===== config.mk =====
export PLATFORM = sky130hd
export DESIGN_NAME = mbr_mdio_regs
export DESIGN_NICKNAME = d
export VERILOG_FILES = /design/src/design/mbr_pkg.sv /design/src/design/mbr_mdio_regs.sv /design/src/design/mbr_forced_bit.sv
export SDC_FILE = /design/constraint.sdc
export NUM_CORES = 1
export LEC_CHECK = 0
export BUFFER_PORTS_ARGS = -buffer_cell sky130_fd_sc_hd__buf_2
export CAP_MARGIN = 15
export CORE_UTILIZATION = 45
export DETAILED_ROUTE_END_ITERATION = 12
export GPL_TIMING_DRIVEN = 0
export PLACE_DENSITY = 0.75
export REMOVE_ABC_BUFFERS = 1
export SLEW_MARGIN = 20
export SYNTH_ARGS = -nofsm -noshare
export SYNTH_HDL_FRONTEND = slang
export SYNTH_SLANG_ARGS = --single-unit
export TNS_END_PERCENT = 100

===== constraint.sdc =====
create_clock -name SYS_CLK -period 2.9 [get_ports SYS_CLK]
set_input_delay 0.29 -clock SYS_CLK [delete_from_list [all_inputs] [get_ports SYS_CLK]]
set_output_delay 0.29 -clock SYS_CLK [all_outputs]
set_load 0.05 [all_outputs]

===== src/design/mbr_pkg.sv =====
// Shared constants for the management register bank and its serial frame engine
package mbr_pkg;

    // ****************************************************************
    // Frame field widths and bit positions
    // ****************************************************************
    localparam int PHYAD_W = 5;                  // Port address width
    localparam int WORD_W = 16;                  // Register data width
    localparam int HDR_W = 14;                   // Start, opcode, port and register fields
    localparam logic [4:0] BIT_HDR_LAST = 5'h0d; // Last header bit of a frame
    localparam logic [4:0] BIT_TA_FIRST = 5'h0e; // First turnaround bit
    localparam logic [4:0] BIT_LAST = 5'h1f;     // Last data bit of a frame

    // ****************************************************************
    // Start and opcode encodings
    // ****************************************************************
    localparam logic [1:0] ST_BASE = 2'h1;      // Direct register space frame
    localparam logic [1:0] ST_EXT = 2'h0;       // Extended register space frame
    localparam logic [1:0] OP_BASE_WR = 2'h1;   // Direct write
    localparam logic [1:0] OP_BASE_RD = 2'h2;   // Direct read
    localparam logic [1:0] OP_EXT_ADDR = 2'h0;  // Extended address load
    localparam logic [1:0] OP_EXT_WR = 2'h1;    // Extended write
    localparam logic [1:0] OP_EXT_RDINC = 2'h2; // Extended read then increment
    localparam logic [1:0] OP_EXT_RD = 2'h3;    // Extended read

    // ****************************************************************
    // Register numbers
    // ****************************************************************
    localparam logic [4:0] REG_BASIC_CONTROL = 5'h00;
    localparam logic [4:0] REG_BASIC_STATUS = 5'h01;
    localparam logic [4:0] REG_IDENTIFIER_HIGH = 5'h02;
    localparam logic [4:0] REG_IDENTIFIER_LOW = 5'h03;
    localparam logic [3:0] DEV_UPPER = 4'h2;          // Fixed upper device address bits
    localparam logic [15:0] VREG_RESERVED = 16'h8005; // Reserved, reads zero
    localparam logic [15:0] VREG_CHAN_STATUS = 16'h8006;
    localparam logic [15:0] VREG_SYNC_STATUS = 16'h8007;
    localparam logic [15:0] VREG_CTC_STATUS = 16'h8008;
    localparam logic [15:0] VREG_ERR_CTRL = 16'h8009;
    localparam logic [15:0] VREG_ERR_CNT_A = 16'h800a;
    localparam logic [15:0] VREG_ERR_CNT_B = 16'h800b;
    localparam logic [15:0] VREG_ERR_CNT_C = 16'h800c;
    localparam logic [15:0] VREG_ERR_CNT_D = 16'h800d;

    // ****************************************************************
    // Control field positions
    // ****************************************************************
    localparam int CTRL_RESET_BIT = 15;
    localparam int CTRL_LOOPBACK_BIT = 14;
    localparam int CTRL_POWER_DOWN_BIT = 11;

    // ****************************************************************
    // Values after reset
    // ****************************************************************
    localparam logic RESET_BIT_RST = 1'b1;       // Reset bit reads one after reset
    localparam logic LOOPBACK_RST = 1'b0;
    localparam logic POWER_DOWN_RST = 1'b0;
    localparam logic LINK_LATCH_RST = 1'b0;
    localparam logic [15:0] ERR_CTRL_RST = 16'h0000;
    localparam logic [15:0] EXT_ADDR_RST = 16'h0000;

    // Frame engine states, one-hot
    typedef enum logic [3:0] {
        ST_IDLE = 4'b0001,
        ST_HDR = 4'b0010,
        ST_DATA = 4'b0100,
        ST_SKIP = 4'b1000
    } mbr_state_t;

endpackage


===== src/design/mbr_mdio_regs.sv =====
// Management register bank with its serial management frame engine
// Behaviour
// - Writes to a pin-forced bit are dropped
// - Forced bit reverts to its held value
// - Reset bit ORs pin; one resets everything
// - Reset bit reads one, clears next MDC
// - Bit 14 loops back all four channels
// - Bit 11 powers down, ORed with enable low
// - Speed selection bits 13, 6 read one
// - Bits 12, 10, 9, 7 read zero
// - Duplex bit reads one, writes dropped
// - Status unused bits and jabber read zero
// - Status bit 8 reads one
// - Status bit 0 reads one
// - Link bit latches low until read
// - Identifier registers hold fixed vendor codes
// - Register 2 holds identifier bits 3-18
// - Register 3: identifier, model, revision
// - Device 4 or 5 (by DEV_ADDR0) vendor tail registers provided
// - Device 4 or 5 registers above 32781 unimplemented
// - Invalid or read-only writes are dropped
// - Invalid register reads zero; foreign device silent
`timescale 1ns/1ps
module mbr_mdio_regs #(
    parameter logic [15:0] OUI_BITS_3_18 = 16'h2a5c,  // Arbitrary value
    parameter logic [5:0] OUI_BITS_19_24 = 6'h15,     // Arbitrary value
    parameter logic [5:0] MODEL_NUMBER = 6'h0b,       // Arbitrary value
    parameter logic [3:0] REVISION_NUMBER = 4'h3      // Arbitrary value
) (
    input wire logic SYS_CLK,
    input wire logic RST_N,
    input wire logic MDC,
    input wire logic MDIO_IN,
    output logic MDIO_OUT,
    output logic MDIO_OE,
    input wire logic [mbr_pkg::PHYAD_W-1:0] PORT_ADDR,
    input wire logic DEV_ADDR0,
    input wire logic ACTIVE_LOW_RESET_PIN_N,
    input wire logic ENABLE,
    input wire logic LINK_UP,
    input wire logic [mbr_pkg::WORD_W-1:0] CHAN_STATUS,
    input wire logic [mbr_pkg::WORD_W-1:0] SYNC_STATUS,
    input wire logic [mbr_pkg::WORD_W-1:0] CLOCK_TOLERANCE_COMPENSATION_STATUS,
    input wire logic [mbr_pkg::WORD_W-1:0] ERR_COUNT_A,
    input wire logic [mbr_pkg::WORD_W-1:0] ERR_COUNT_B,
    input wire logic [mbr_pkg::WORD_W-1:0] ERR_COUNT_C,
    input wire logic [mbr_pkg::WORD_W-1:0] ERR_COUNT_D,
    output logic GLOBAL_RESET,
    output logic LOOPBACK,
    output logic POWER_DOWN,
    output logic [mbr_pkg::WORD_W-1:0] ERR_CNT_CTRL
);
    import mbr_pkg::*;

    // ****************************************************************
    // Declarations
    // ****************************************************************
    mbr_state_t state;             // Frame engine state
    logic mdc_q;                   // MDC one cycle ago
    logic bit_q;                   // Last sampled MDIO bit
    logic [4:0] cnt;               // Bit index within the frame
    logic [HDR_W-2:0] hdr;         // Header bits gathered so far
    logic [WORD_W-1:0] wsh;        // Write data being gathered
    logic [WORD_W-1:0] rsh;        // Read data being sent
    logic is_rd;                   // Frame reads
    logic is_wr;                   // Frame writes
    logic is_addr;                 // Frame loads the extended address
    logic is_inc;                  // Frame reads then increments
    logic is_ext;                  // Frame uses the extended space
    logic [4:0] reg_num;           // Direct register number
    logic [WORD_W-1:0] ext_addr;   // Extended register address
    logic link_lat;                // Latched-low link status
    logic rst_stored;              // Stored reset bit
    logic pd_stored;               // Stored power-down bit

    // ****************************************************************
    // Edge detection and header decode
    // ****************************************************************
    wire mdc_rise = MDC & ~mdc_q;                         // Sampling edge of MDC
    wire [HDR_W-1:0] next_hdr = {hdr, MDIO_IN};           // Full header at last bit
    wire [1:0] h_st = next_hdr[13:12];                    // Start field
    wire [1:0] h_op = next_hdr[11:10];                    // Opcode field
    wire [4:0] h_pa = next_hdr[9:5];                      // Port address field
    wire [4:0] h_ra = next_hdr[4:0];                      // Register or device field
    wire port_hit = (h_pa == PORT_ADDR);                  // Frame is for this port
    wire dev_hit = (h_ra == {DEV_UPPER, DEV_ADDR0});      // Valid extended device
    wire base_hit = port_hit & (h_st == ST_BASE);         // Direct frame for us
    wire ext_hit = port_hit & (h_st == ST_EXT) & dev_hit;
    wire hdr_done = mdc_rise & (state == ST_HDR) & (cnt == BIT_HDR_LAST);
    wire in_data = mdc_rise & (state == ST_DATA);         // Edge inside our frame
    wire at_ta = in_data & (cnt == BIT_TA_FIRST);         // Turnaround edge
    wire at_end = in_data & (cnt == BIT_LAST);            // Last data edge
    wire [WORD_W-1:0] wdata = {wsh[14:0], MDIO_IN};       // Completed write word

    // Write and status-read strobes; writes elsewhere and to read-only registers fall away
    wire wr_ctrl = at_end & is_wr & ~is_ext & (reg_num == REG_BASIC_CONTROL);
    wire wr_errctl = at_end & is_wr & is_ext & (ext_addr == VREG_ERR_CTRL);
    wire rd_status = at_ta & is_rd & ~is_ext & (reg_num == REG_BASIC_STATUS);

    // ****************************************************************
    // Effective control bits and read values
    // ****************************************************************
    wire rst_force = ~ACTIVE_LOW_RESET_PIN_N;             // Reset pin low forces the bit
    wire pd_force = ~ENABLE;                              // Enable low forces power-down
    wire rst_eff = rst_stored | rst_force;
    wire pd_eff = pd_stored | pd_force;
    // Fixed bits read as constants; reserved low six bits read zero
    wire [WORD_W-1:0] ctrl_rd = {rst_eff, LOOPBACK, 1'b1, 1'b0, pd_eff, 1'b0, 1'b0,
                                 1'b1, 1'b0, 1'b1, 6'h00};
    wire [WORD_W-1:0] stat_rd = {7'h00, 1'b1, 1'b0, 4'h0, link_lat, 1'b0,
                                 1'b1};
    wire [WORD_W-1:0] id_high = OUI_BITS_3_18;
    wire [WORD_W-1:0] id_low = {OUI_BITS_19_24, MODEL_NUMBER, REVISION_NUMBER};
    // Direct register space; unused numbers read zero
    wire [WORD_W-1:0] base_rd =
        (reg_num == REG_BASIC_CONTROL) ? ctrl_rd :
        (reg_num == REG_BASIC_STATUS) ? stat_rd :
        (reg_num == REG_IDENTIFIER_HIGH) ? id_high :
        (reg_num == REG_IDENTIFIER_LOW) ? id_low : 16'h0000;
    // Extended vendor tail; reserved and higher numbers read zero
    wire [WORD_W-1:0] ext_rd =
        (ext_addr == VREG_CHAN_STATUS) ? CHAN_STATUS :
        (ext_addr == VREG_SYNC_STATUS) ? SYNC_STATUS :
        (ext_addr == VREG_CTC_STATUS) ? CLOCK_TOLERANCE_COMPENSATION_STATUS :
        (ext_addr == VREG_ERR_CTRL) ? ERR_CNT_CTRL :
        (ext_addr == VREG_ERR_CNT_A) ? ERR_COUNT_A :
        (ext_addr == VREG_ERR_CNT_B) ? ERR_COUNT_B :
        (ext_addr == VREG_ERR_CNT_C) ? ERR_COUNT_C :
        (ext_addr == VREG_ERR_CNT_D) ? ERR_COUNT_D : 16'h0000;
    wire [WORD_W-1:0] rd_word = is_ext ? ext_rd : base_rd; // Word sent on a read

    // ****************************************************************
    // Stored control bits
    // ****************************************************************
    // Reset bit: set by reset or write, dropped on the next MDC edge
    mbr_forced_bit #(
        .RST_VAL(RESET_BIT_RST)
    ) u_reset_bit (
        .clk(SYS_CLK),
        .rst_n(RST_N),
        .force_on(rst_force),
        .wr_en(wr_ctrl),
        .wr_val(wdata[CTRL_RESET_BIT]),
        .clr(mdc_rise),
        .stored(rst_stored)
    );

    // Power-down bit: plain storage under the enable pin override
    mbr_forced_bit #(
        .RST_VAL(POWER_DOWN_RST)
    ) u_power_down_bit (
        .clk(SYS_CLK),
        .rst_n(RST_N),
        .force_on(pd_force),
        .wr_en(wr_ctrl),
        .wr_val(wdata[CTRL_POWER_DOWN_BIT]),
        .clr(1'b0),
        .stored(pd_stored)
    );

    // ****************************************************************
    // Control outputs
    // ****************************************************************
    // Loopback bit, effective reset and power-down, error counter control
    always_ff @(posedge SYS_CLK)
    begin
        if (!RST_N)
        begin
            LOOPBACK <= LOOPBACK_RST;
            GLOBAL_RESET <= 1'b1;                         // Held in reset while reset is low
            POWER_DOWN <= POWER_DOWN_RST;
            ERR_CNT_CTRL <= ERR_CTRL_RST;
        end
        else
        begin
            if (wr_ctrl)
                LOOPBACK <= wdata[CTRL_LOOPBACK_BIT];
            GLOBAL_RESET <= rst_eff;
            POWER_DOWN <= pd_eff;
            if (wr_errctl)
                ERR_CNT_CTRL <= wdata;
        end
    end

    // ****************************************************************
    // Link status latch
    // ****************************************************************
    // Holds low after a drop; a status read rearms it to the live link
    always_ff @(posedge SYS_CLK)
    begin
        if (!RST_N)
            link_lat <= LINK_LATCH_RST;
        else if (rd_status)
            link_lat <= LINK_UP;
        else
            link_lat <= link_lat & LINK_UP;
    end

    // ****************************************************************
    // Frame engine
    // ****************************************************************
    // Samples MDIO on each MDC rise, decodes, answers or stores
    always_ff @(posedge SYS_CLK)
    begin
        if (!RST_N)
        begin
            state <= ST_IDLE;
            mdc_q <= 1'b0;
            bit_q <= 1'b0;
            cnt <= 5'h00;
            hdr <= 13'h0000;
            wsh <= 16'h0000;
            rsh <= 16'h0000;
            is_rd <= 1'b0;
            is_wr <= 1'b0;
            is_addr <= 1'b0;
            is_inc <= 1'b0;
            is_ext <= 1'b0;
            reg_num <= 5'h00;
            ext_addr <= EXT_ADDR_RST;
            MDIO_OUT <= 1'b0;
            MDIO_OE <= 1'b0;
        end
        else
        begin
            mdc_q <= MDC;
            if (mdc_rise)
            begin
                bit_q <= MDIO_IN;
                cnt <= cnt + 5'h01;
                case (state)
                    // Start: a zero after a one opens a frame
                    ST_IDLE:
                    begin
                        cnt <= 5'h01;
                        hdr <= {12'h000, MDIO_IN};
                        if (bit_q && !MDIO_IN)
                            state <= ST_HDR;
                    end
                    // Header: gather, then decide whether to take part
                    ST_HDR:
                    begin
                        hdr <= next_hdr[HDR_W-2:0];
                        if (cnt == BIT_HDR_LAST)
                        begin
                            is_ext <= (h_st == ST_EXT);
                            reg_num <= h_ra;
                            is_rd <= base_hit ? (h_op == OP_BASE_RD) :
                                     ((h_op == OP_EXT_RD) || (h_op == OP_EXT_RDINC));
                            is_wr <= base_hit ? (h_op == OP_BASE_WR) : (h_op == OP_EXT_WR);
                            is_addr <= ext_hit & (h_op == OP_EXT_ADDR);
                            is_inc <= ext_hit & (h_op == OP_EXT_RDINC);
                            // Foreign port or device: stay silent to the end
                            state <= (base_hit || ext_hit) ? ST_DATA : ST_SKIP;
                        end
                    end
                    // Turnaround and data bits of our own frame
                    ST_DATA:
                    begin
                        wsh <= wdata;
                        if (cnt == BIT_TA_FIRST)
                        begin
                            // Drive the second turnaround bit low, then data
                            MDIO_OUT <= 1'b0;
                            MDIO_OE <= is_rd;
                            rsh <= rd_word;
                        end
                        else if (cnt == BIT_LAST)
                        begin
                            MDIO_OE <= 1'b0;
                            MDIO_OUT <= 1'b0;
                            state <= ST_IDLE;
                            if (is_addr)
                                ext_addr <= wdata;
                            else if (is_inc)
                                ext_addr <= ext_addr + 16'h0001;
                        end
                        else
                        begin
                            MDIO_OUT <= is_rd & rsh[WORD_W-1];
                            rsh <= {rsh[WORD_W-2:0], 1'b0};
                        end
                    end
                    // Not ours: wait out the frame
                    ST_SKIP:
                    begin
                        if (cnt == BIT_LAST)
                            state <= ST_IDLE;
                    end
                    default:
                    begin
                        state <= ST_IDLE;
                    end
                endcase
            end
        end
    end
endmodule


===== src/design/mbr_forced_bit.sv =====
// One stored control bit that a pin condition can force on
`timescale 1ns/1ps
module mbr_forced_bit #(
    parameter logic RST_VAL = 1'b0 // Value after reset
) (
    input wire logic clk,
    input wire logic rst_n,
    input wire logic force_on,     // Pin condition overriding the bit
    input wire logic wr_en,        // Management write strobe
    input wire logic wr_val,       // Written value
    input wire logic clr,          // Self-clear request
    output logic stored            // Value kept under the override
);

    // ****************************************************************
    // Storage
    // ****************************************************************
    // Stored value is frozen while forced, so it is there again afterwards
    always_ff @(posedge clk)
    begin
        if (!rst_n)
            stored <= RST_VAL;
        else if (force_on)
            stored <= stored;
        else if (wr_en)
            stored <= wr_val;
        else if (clr)
            stored <= 1'b0;
    end

endmodule


Word level (Yosys, flattened, before mapping). Cells that the tools add are included.

Bits in registers: 105. Output and inout port bits: 21.

Bitwise gates (word level): 26. Reductions and logical operators: 20. Add/subtract/negate cells: 2. Equal/unequal tests: 28. Multiplexer cells: 33.

Operators by type and width (count): 16-bit two-way mux (14); 16-bit == test, second input constant (8); 15-bit two-way mux (3); 13-bit one-hot mux with 2 select lines (1); 4-bit two-way mux (5); 1-bit AND (19); 16-bit by 1-bit adder with 16-bit output, second input constant (1); 4-bit one-hot mux with 4 select lines (1); 5-bit by 2-bit == test with 1-bit output, second input constant (2); 5-bit by 4-bit == test with 1-bit output, second input constant (2); 3-bit AND reduction (3); 1-bit two-way mux (8); 2-bit AND reduction (4); 2-bit nonzero test (4); 2-bit != test, second input constant (3); 5-bit by 1-bit adder with 5-bit output, second input constant (1); 5-bit by 1-bit == test with 1-bit output, second input constant (1); 5-bit by 3-bit == test with 1-bit output (1); 5-bit == test (1); 5-bit == test, second input constant (1); 5-bit logical NOT (1); 5-bit two-way mux (1); 1-bit NOT (5); 5-bit AND reduction (1); 13 further kinds (18).

Logic depth before layout (Yosys ltp). Gate-level depths: netlist (run 1).

Depth in word-level cells: 11. Gate-level depth with buffers: 11. Gate-level depth less buffers: 9.

Hierarchy. From an unflattened synthesis (run 1), not the netlist that was laid out.

Cells, all modules: 862. Area total of the unflattened synthesis: 6432.4 um2.

By module, submodules not included: mbr_mdio_regs (sequential area each 2062.0 um2, cells an instance 853, times used 1, area an instance 6339.8 um2); mbr_forced_bit at u_power_down_bit (sequential area each 20.0 um2, cells an instance 4, times used 1, area an instance 46.3 um2); mbr_forced_bit at u_reset_bit (sequential area each 20.0 um2, cells an instance 5, times used 1, area an instance 46.3 um2).

Worst setup path before layout (run 1). No wires, ideal clock.

Path kind: register to register. Start: register ext_addr[1]. End: register ERR_CNT_CTRL[0] (netlist bit). Arrival time: 2023 ps. Stages on the path, launching flop included: 11. Path slack: 749 ps. Clock period less this slack: 2151 ps. Cells stage by stage: dfxtp_1 -> inv_1 -> ha_1 -> clkbuf_1 -> and3b_1 -> clkbuf_1 -> nand2_1 -> nor2_4 -> buf_8 -> mux2i_1 -> nor2_1.

Word-level cells in the longest chain between the ends: 2.

RTL lines: from (decl) (RTL line mbr_mdio_regs.sv:71) `logic [WORD_W-1:0] ext_addr;`; from (signal assigned) (RTL line mbr_mdio_regs.sv:274) `ext_addr <= wdata;`; from (signal assigned) (RTL line mbr_mdio_regs.sv:276) `ext_addr <= ext_addr + 16'h0001;`; 16-bit == test (RTL line mbr_mdio_regs.sv:97) `wire wr_errctl = at_end & is_wr & is_ext & (ext_addr == VREG_ERR_CTRL);`; 1-bit AND (RTL line mbr_mdio_regs.sv:97); to (signal assigned) (RTL line mbr_mdio_regs.sv:181) `ERR_CNT_CTRL <= wdata;`; to (decl) (RTL line mbr_mdio_regs.sv:51) `output logic [mbr_pkg::WORD_W-1:0] ERR_CNT_CTRL`.

No other way between the ends. A chain may end at the register's enable or synchronous reset.

Worst setup path in the final report (run 1).
Start: register ext_addr[0]. End: register rsh[13].

Word-level cells in the longest chain between the ends: 11.

RTL lines: 16-bit == test (RTL line mbr_mdio_regs.sv:129) `(ext_addr == VREG_ERR_CNT_D) ? ERR_COUNT_D : 16'h0000;`; 16-bit two-way mux (RTL line mbr_mdio_regs.sv:129); 16-bit two-way mux (RTL line mbr_mdio_regs.sv:128) `(ext_addr == VREG_ERR_CNT_C) ? ERR_COUNT_C :`; 16-bit two-way mux (RTL line mbr_mdio_regs.sv:127) `(ext_addr == VREG_ERR_CNT_B) ? ERR_COUNT_B :`; 16-bit two-way mux (RTL line mbr_mdio_regs.sv:126) `(ext_addr == VREG_ERR_CNT_A) ? ERR_COUNT_A :`; 16-bit two-way mux (RTL line mbr_mdio_regs.sv:125) `(ext_addr == VREG_ERR_CTRL) ? ERR_CNT_CTRL :`; 16-bit two-way mux (RTL line mbr_mdio_regs.sv:124) `(ext_addr == VREG_CTC_STATUS) ? CLOCK_TOLERANCE_COMPENSATION_STATUS :`; 16-bit two-way mux (RTL line mbr_mdio_regs.sv:123) `(ext_addr == VREG_SYNC_STATUS) ? SYNC_STATUS :`; 16-bit two-way mux (*) (RTL line mbr_mdio_regs.sv:122) `(ext_addr == VREG_CHAN_STATUS) ? CHAN_STATUS :`; 16-bit two-way mux (*) (RTL line mbr_mdio_regs.sv:130) `wire [WORD_W-1:0] rd_word = is_ext ? ext_rd : base_rd;`; 16-bit two-way mux (*) (RTL line mbr_mdio_regs.sv:261) `if (cnt == BIT_TA_FIRST)`; to (signal assigned) (RTL line mbr_mdio_regs.sv:266) `rsh <= rd_word;`; to (signal assigned) (RTL line mbr_mdio_regs.sv:281) `rsh <= {rsh[WORD_W-2:0], 1'b0};`; to (decl) (RTL line mbr_mdio_regs.sv:64) `logic [WORD_W-1:0] rsh;`.

Mark *: on every way between the ends. The rest lies on a longest branch, timed or not.

==> results_dict.tcl, run 1 <==
set metrics [dict create \
    status "completed" \
    dieArea_um2 14500 \
    rrSetupSlack_ns 0.13 \
    slew_headroom 0.360 \
    area_delta_synth_final_pct 17.2 \
    clk_pin_slew_ns 0.08 \
    startpoint "ext_addr[0]$_SDFFE_PN0P_" \
    synth_area_um2 6330 \
    ant_nets 0 \
    multi_input_area_um2 3920 \
    htreeDepth 3 \
    drcViolationCount 0 \
    grtUsageTotal 0.276 \
    crit_fanout 26 \
    design_area_um2 7420 \
    hold_violations 0 \
    timing.final.crit_period_ns 2.77 \
    antenna-diode-count 0 \
    cap_violations 0 \
    synthArstFlopShare 0 \
    die_y_um 121 \
    finClkSkew_ns 0.00779 \
    crit_chain "inv_1 > ha_1 > and3b_1 > a21boi_1 > o21ai_0 > nor2_1 > a211o_1" \
    path_depth 7 \
    ys_seq_elements 105 \
    cpMaxStageDelayCell "ha_1" \
    arrival_ns 3.02 \
    rr_worst_depth 7 \
    synth_edf_count 0 \
    hpwl_mm 14.6 \
    critPathRequiredTime_ns 3.15 \
    totalWireLength_mm 20.3 \
    ctsHoldBuffers 0 \
    die_w_um 121 \
    start_kind "register" \
    cts_root_buf "clkbuf_16" \
    finalCritPeriodShare 0.954 \
    clk-insertion-delay-late_ns 0.36 \
    fin_tns_setup_ns 0 \
    initial_core_util 0.470 \
    pre_cts_ws_ns -0.667 \
    cts_made_buffers 9 \
    num_vias 6872 \
    finalNonFillerCells 1113 \
    worst-path-buf-inv 1 \
    crit_type "register to register" \
    io_pins 146 \
    grt_pass1_wl_mm 31.5 \
    rr_endpoint "rsh[13]$_SDFFE_PN0P_" \
    fillers 1323 \
    holdWs_ns 0.159 \
    fin_util 0.551 \
    final_cell_mix "buf_2, nand2_1, dfxtp_1, nor2_1, a21oi_1" \
    ys_warn_count 0 \
    synthCells 834 \
    reg2reg_from "ext_addr[0]$_SDFFE_PN0P_" \
    grt_pass1_vias 6071 \
    crit_family "compound AO/OA/AOI/OAI gates" \
    ys.flop_type "dfxtp_1" \
    place_congestion 0.942 \
    antenna_found_initial 0 \
    slowest_delay_ns 0.74 \
    slew_viol_final 0 \
    grt_max_degree 81 \
    syn_area_per_cell_um2 7.59 \
    dp_cells 1093 \
    first_iter_violations 756 \
    core_area_um2 13500 \
    placed_cell_area_um2 7000 \
    grt-ovfl-total 0 \
    setup_ws_ns 0.133 \
    p_leak_nw 2.77 \
    dr.pass1.iters 7 \
    clkSinkCount 105 \
    critPathCaptureType "register" \
    numPortBuffers 145 \
    clock.fmax_ghz 0.361 \
    drive_gt1_frac 0.207 \
    seq_area_um2 2110 \
    wire_per_inst_um 18.3 \
    power_density_nw_per_um2 403 \
    cp-endpoint "rsh[13]$_SDFFE_PN0P_" \
    holdCritPathClass "input port to register" \
    synth.distinct_cells 77 \
    ir_drop_mv 0.280 \
    placementRows 42 \
    worst_pin_slew_ns 0.947 \
    setup_violations 0 \
    cts_buffer_depth 2 \
    power_mw 2.99 \
    finalNetCount 1065 \
    tritoncts "built" \
    final_common_cell "buf_2" \
    viasPerCell 6.17 \
    ys_seq_area_frac 0.332 \
]
==> tightest hold or removal path: stages <==
cell	delay [ns]
buf_2	0.10
nand2_1	0.05
a21oi_1	0.04
==> flip-flops by register name (all words and copies together), names as in the netlist, 4 cells and up <==
| register | cells |
|---|---|
| ext_addr | 16 |
| cnt | 5 |
| state | 4 |
| rsh | 16 |
| hdr | 13 |
| wsh | 15 |
| reg_num | 5 |
| ERR_CNT_CTRL | 16 |
==> repair_timing <==
action / CTS / global route
pin swaps: 0 / 1
buffers inserted: 0 / 4
resized for setup: 6 / 7
setup endpoints to repair: 29 / 33
hold endpoints to repair: 0 / 0
==> power by group <==
part | switching (mW) | total, mW | internal [mW]
combinational | 0.0941 | 0.175 | 0.0805
sequential | 0.0100 | 1.46 | 1.45
clock | 0.584 | 1.36 | 0.772
==> synthesized netlist by cell type (all sizes together), types with 5 or more instances <==
cell type,count,area (um2)
a211oi,10,75.1
a21o,11,82.6
a21oi,79,395
a221oi,11,96.3
a22o,5,43.8
a22oi,35,263
a31oi,6,37.5
and2,5,31.3
and3,7,43.8
and3b,6,52.6
buf,21,118
clkbuf,41,155
dfxtp,105,2100
ha,8,100
inv,18,67.6
mux2i,25,250
nand2,107,404
nand2b,10,62.6
nand3,21,105
nand4,8,50.1
nor2,91,368
nor2b,19,119
nor3,19,111
nor4,7,43.8
o211ai,8,60.1
o21ai,59,295
o221ai,10,100
o22ai,10,62.6
==> area by class of cell <==
class | count | area share
repair buffers | 149 | 0.104
clock buffers | 10 | 0.0309
inverters | 19 | 0.0103
multi-input cells | 648 | 0.529
flip-flops and latches | 105 | 0.284
well taps | 176 | 0.0297
clock inverters | 6 | 0.0132
==> worst min path at each step <==
stage | cells after the start | to | from
floorplan | 1 | u_reset_bit.stored$_SDFFE_PN1P_ | RST_N
global placement | 2 | link_lat$_SDFF_PN0_ | link_lat$_SDFF_PN0_
detailed placement | 2 | link_lat$_SDFF_PN0_ | link_lat$_SDFF_PN0_
CTS | 2 | mdc_q$_SDFF_PN0_ | MDC
global route | 3 | link_lat$_SDFF_PN0_ | LINK_UP
finish | 3 | link_lat$_SDFF_PN0_ | LINK_UP
==> cells by family (layout without fill, tap and decap cells) <==
kind of cell,Yosys count,after routing,synth area share
buffers and inverters,81,184,0.0544
AO/OA/AOI/OAI,285,285,0.297
multiplexers,25,25,0.0396
flip-flops,105,105,0.332
XOR/XNOR,8,8,0.0111
adder cells (fa/ha/maj),8,8,0.0158
AND/OR/NAND/NOR,322,322,0.250
==> layer usage <==
metal | track usage | vias to the layer above | part of all wire
li1 | - | 3255 | -
met3 | 0.0392 | 52 | 0.074
met5 | 0 | - | 0
met2 | 0.432 | 330 | 0.45
met1 | 0.372 | 3235 | 0.44
met4 | 0.136 | 0 | 0.037
No activity file was read; power rests on OpenSTA's default activity.
==> run 2, diff against run 1 <==
--- a/config.mk
+++ b/config.mk
@@ -8,6 +8,7 @@
 export BUFFER_PORTS_ARGS = -buffer_cell sky130_fd_sc_hd__buf_2
 export CAP_MARGIN = 15
 export CORE_UTILIZATION = 45
+export CTS_BUF_LIST = sky130_fd_sc_hd__clkbuf_4
 export DETAILED_ROUTE_END_ITERATION = 12
 export GPL_TIMING_DRIVEN = 0
 export PLACE_DENSITY = 0.75
==> results_dict.tcl, run 2 (synthesis gave the netlist of run 1 again) <==
set metrics [dict create \
    initial_core_util 0.470 \
    design_area_um2 7320 \
    hp-start "MDC" \
    critPathRequiredTime_ns 3.33 \
    fin_util 0.544 \
    tritoncts "built" \
    power_mw 2.55 \
    critPathCaptureType "register" \
    holdWs_ns 0.0133 \
    io_pins 146 \
    worst_pin_slew_ns 0.963 \
    crit_fanout 13 \
    pre_cts_ws_ns -0.667 \
    power_density_nw_per_um2 349 \
    hold_violations 0 \
    core_area_um2 13500 \
    slowest_delay_ns 0.66 \
    grtUsageTotal 0.274 \
    grt_max_degree 81 \
    crit_type "register to register" \
    rsz0062_at_grt "no" \
    drcViolationCount 0 \
    holdCritPathClass "input port to register" \
    timing.final.crit_period_ns 2.78 \
    cts_root_buf "clkbuf_4" \
    ir_drop_mv 0.227 \
    ant_nets 0 \
    dr.pass1.iters 6 \
    antenna_found_initial 1 \
    final_cell_mix "buf_2, nand2_1, dfxtp_1, nor2_1, a21oi_1" \
    hpwl_mm 14.6 \
    clkSinkCount 105 \
    placed_cell_area_um2 7000 \
    cts_made_buffers 9 \
    first_iter_violations 803 \
    finalNetCount 1070 \
    finClkSkew_ns 0.0218 \
    cts_buffer_depth 2 \
    fillers 1333 \
    fin_tns_setup_ns 0 \
    setup_ws_ns 0.124 \
    numPortBuffers 145 \
    startpoint "state[0]$_SDFFE_PN1P_" \
    p_leak_nw 2.72 \
    slew_headroom 0.349 \
    clk_pin_slew_ns 0.16 \
    grt_pass1_wl_mm 31.3 \
    slew_viol_final 0 \
    clk-insertion-delay-late_ns 0.51 \
    dp_cells 1093 \
    area_delta_synth_final_pct 15.6 \
    grt_pass1_vias 6073 \
    htreeDepth 3 \
    crit_chain "or4b_4 > nor2_4 > and3_1 > and2_1 > a22oi_1 > o22ai_1" \
    finalNonFillerCells 1119 \
    cpMaxStageDelayCell "or4b_4" \
    largestRegisters "ERR_CNT_CTRL: 16 flops, ext_addr: 16 flops, rsh: 16 flops" \
    start_kind "register" \
    grt-ovfl-total 0 \
    num_vias 6935 \
    totalWireLength_mm 20.6 \
    wire_per_inst_um 18.4 \
    setup_violations 0 \
    placementRows 42 \
    reg2reg_from "state[0]$_SDFFE_PN1P_" \
    die_y_um 121 \
    place_congestion 0.942 \
    viasPerCell 6.20 \
    final_common_cell "buf_2" \
    die_w_um 121 \
    cap_violations 0 \
    finalCritPeriodShare 0.957 \
    drive_gt1_frac 0.214 \
    arrival_ns 3.20 \
    dieArea_um2 14500 \
    clock.fmax_ghz 0.360 \
    status "completed" \
]
run 2: layout make-up:
class                   instances  area [um2]  share of cell area
diodes                          1        2.50            0.000342
well taps                     176         220              0.0301
repair buffers                153         801               0.109
flip-flops and latches        105        2110               0.288
clock inverters                 6        97.6              0.0133
multi-input cells             649        3940               0.538
inverters                      19        76.3              0.0104
clock buffers                  10        75.1              0.0103
run 2: worst max-delay path, delay by kind of cell, from the launching register on:
kind               cells  cell delay (ns)
and+or+nand+nor        4             2.01
AOI/OAI and AO/OA      2             0.28
DFF                    1             0.42
run 2: worst paths after layout:
path	endpoint	slack, ns	depth (start not counted)
worst max-delay path	ext_addr[12]$_SDFFE_PN0P_	0.12	6
worst min-delay path	mdc_q$_SDFF_PN0_	0.01	2
worst max register to register	ext_addr[12]$_SDFFE_PN0P_	0.12	6
worst min register to register	bit_q$_SDFFE_PN0P_	0.47	2
run 2: repair_timing:
action,4_1_cts,5_1_grt
hold endpoints to repair,1,0
setup buffers,0,7
cloned,0,1
pin swaps,0,2
resized for setup,7,9
setup endpoints to repair,28,35
hold buffers,1,0
run 2: layer usage:
| metal | wire length, um | vias up | GRT usage |
|---|---|---|---|
| met1 | 8820 | 3248 | 0.372 |
| met5 | 0 | - | 0 |
| met2 | 9260 | 362 | 0.425 |
| met4 | 835 | 0 | 0.140 |
| li1 | - | 3269 | - |
| met3 | 1690 | 56 | 0.0373 |
run 2: report_power, final:
part	leakage (nW)	switching, mW	internal, mW
clock network	0.0935	0.541	0.373
logic	1.78	0.0956	0.0816
registers	0.849	0.0100	1.45
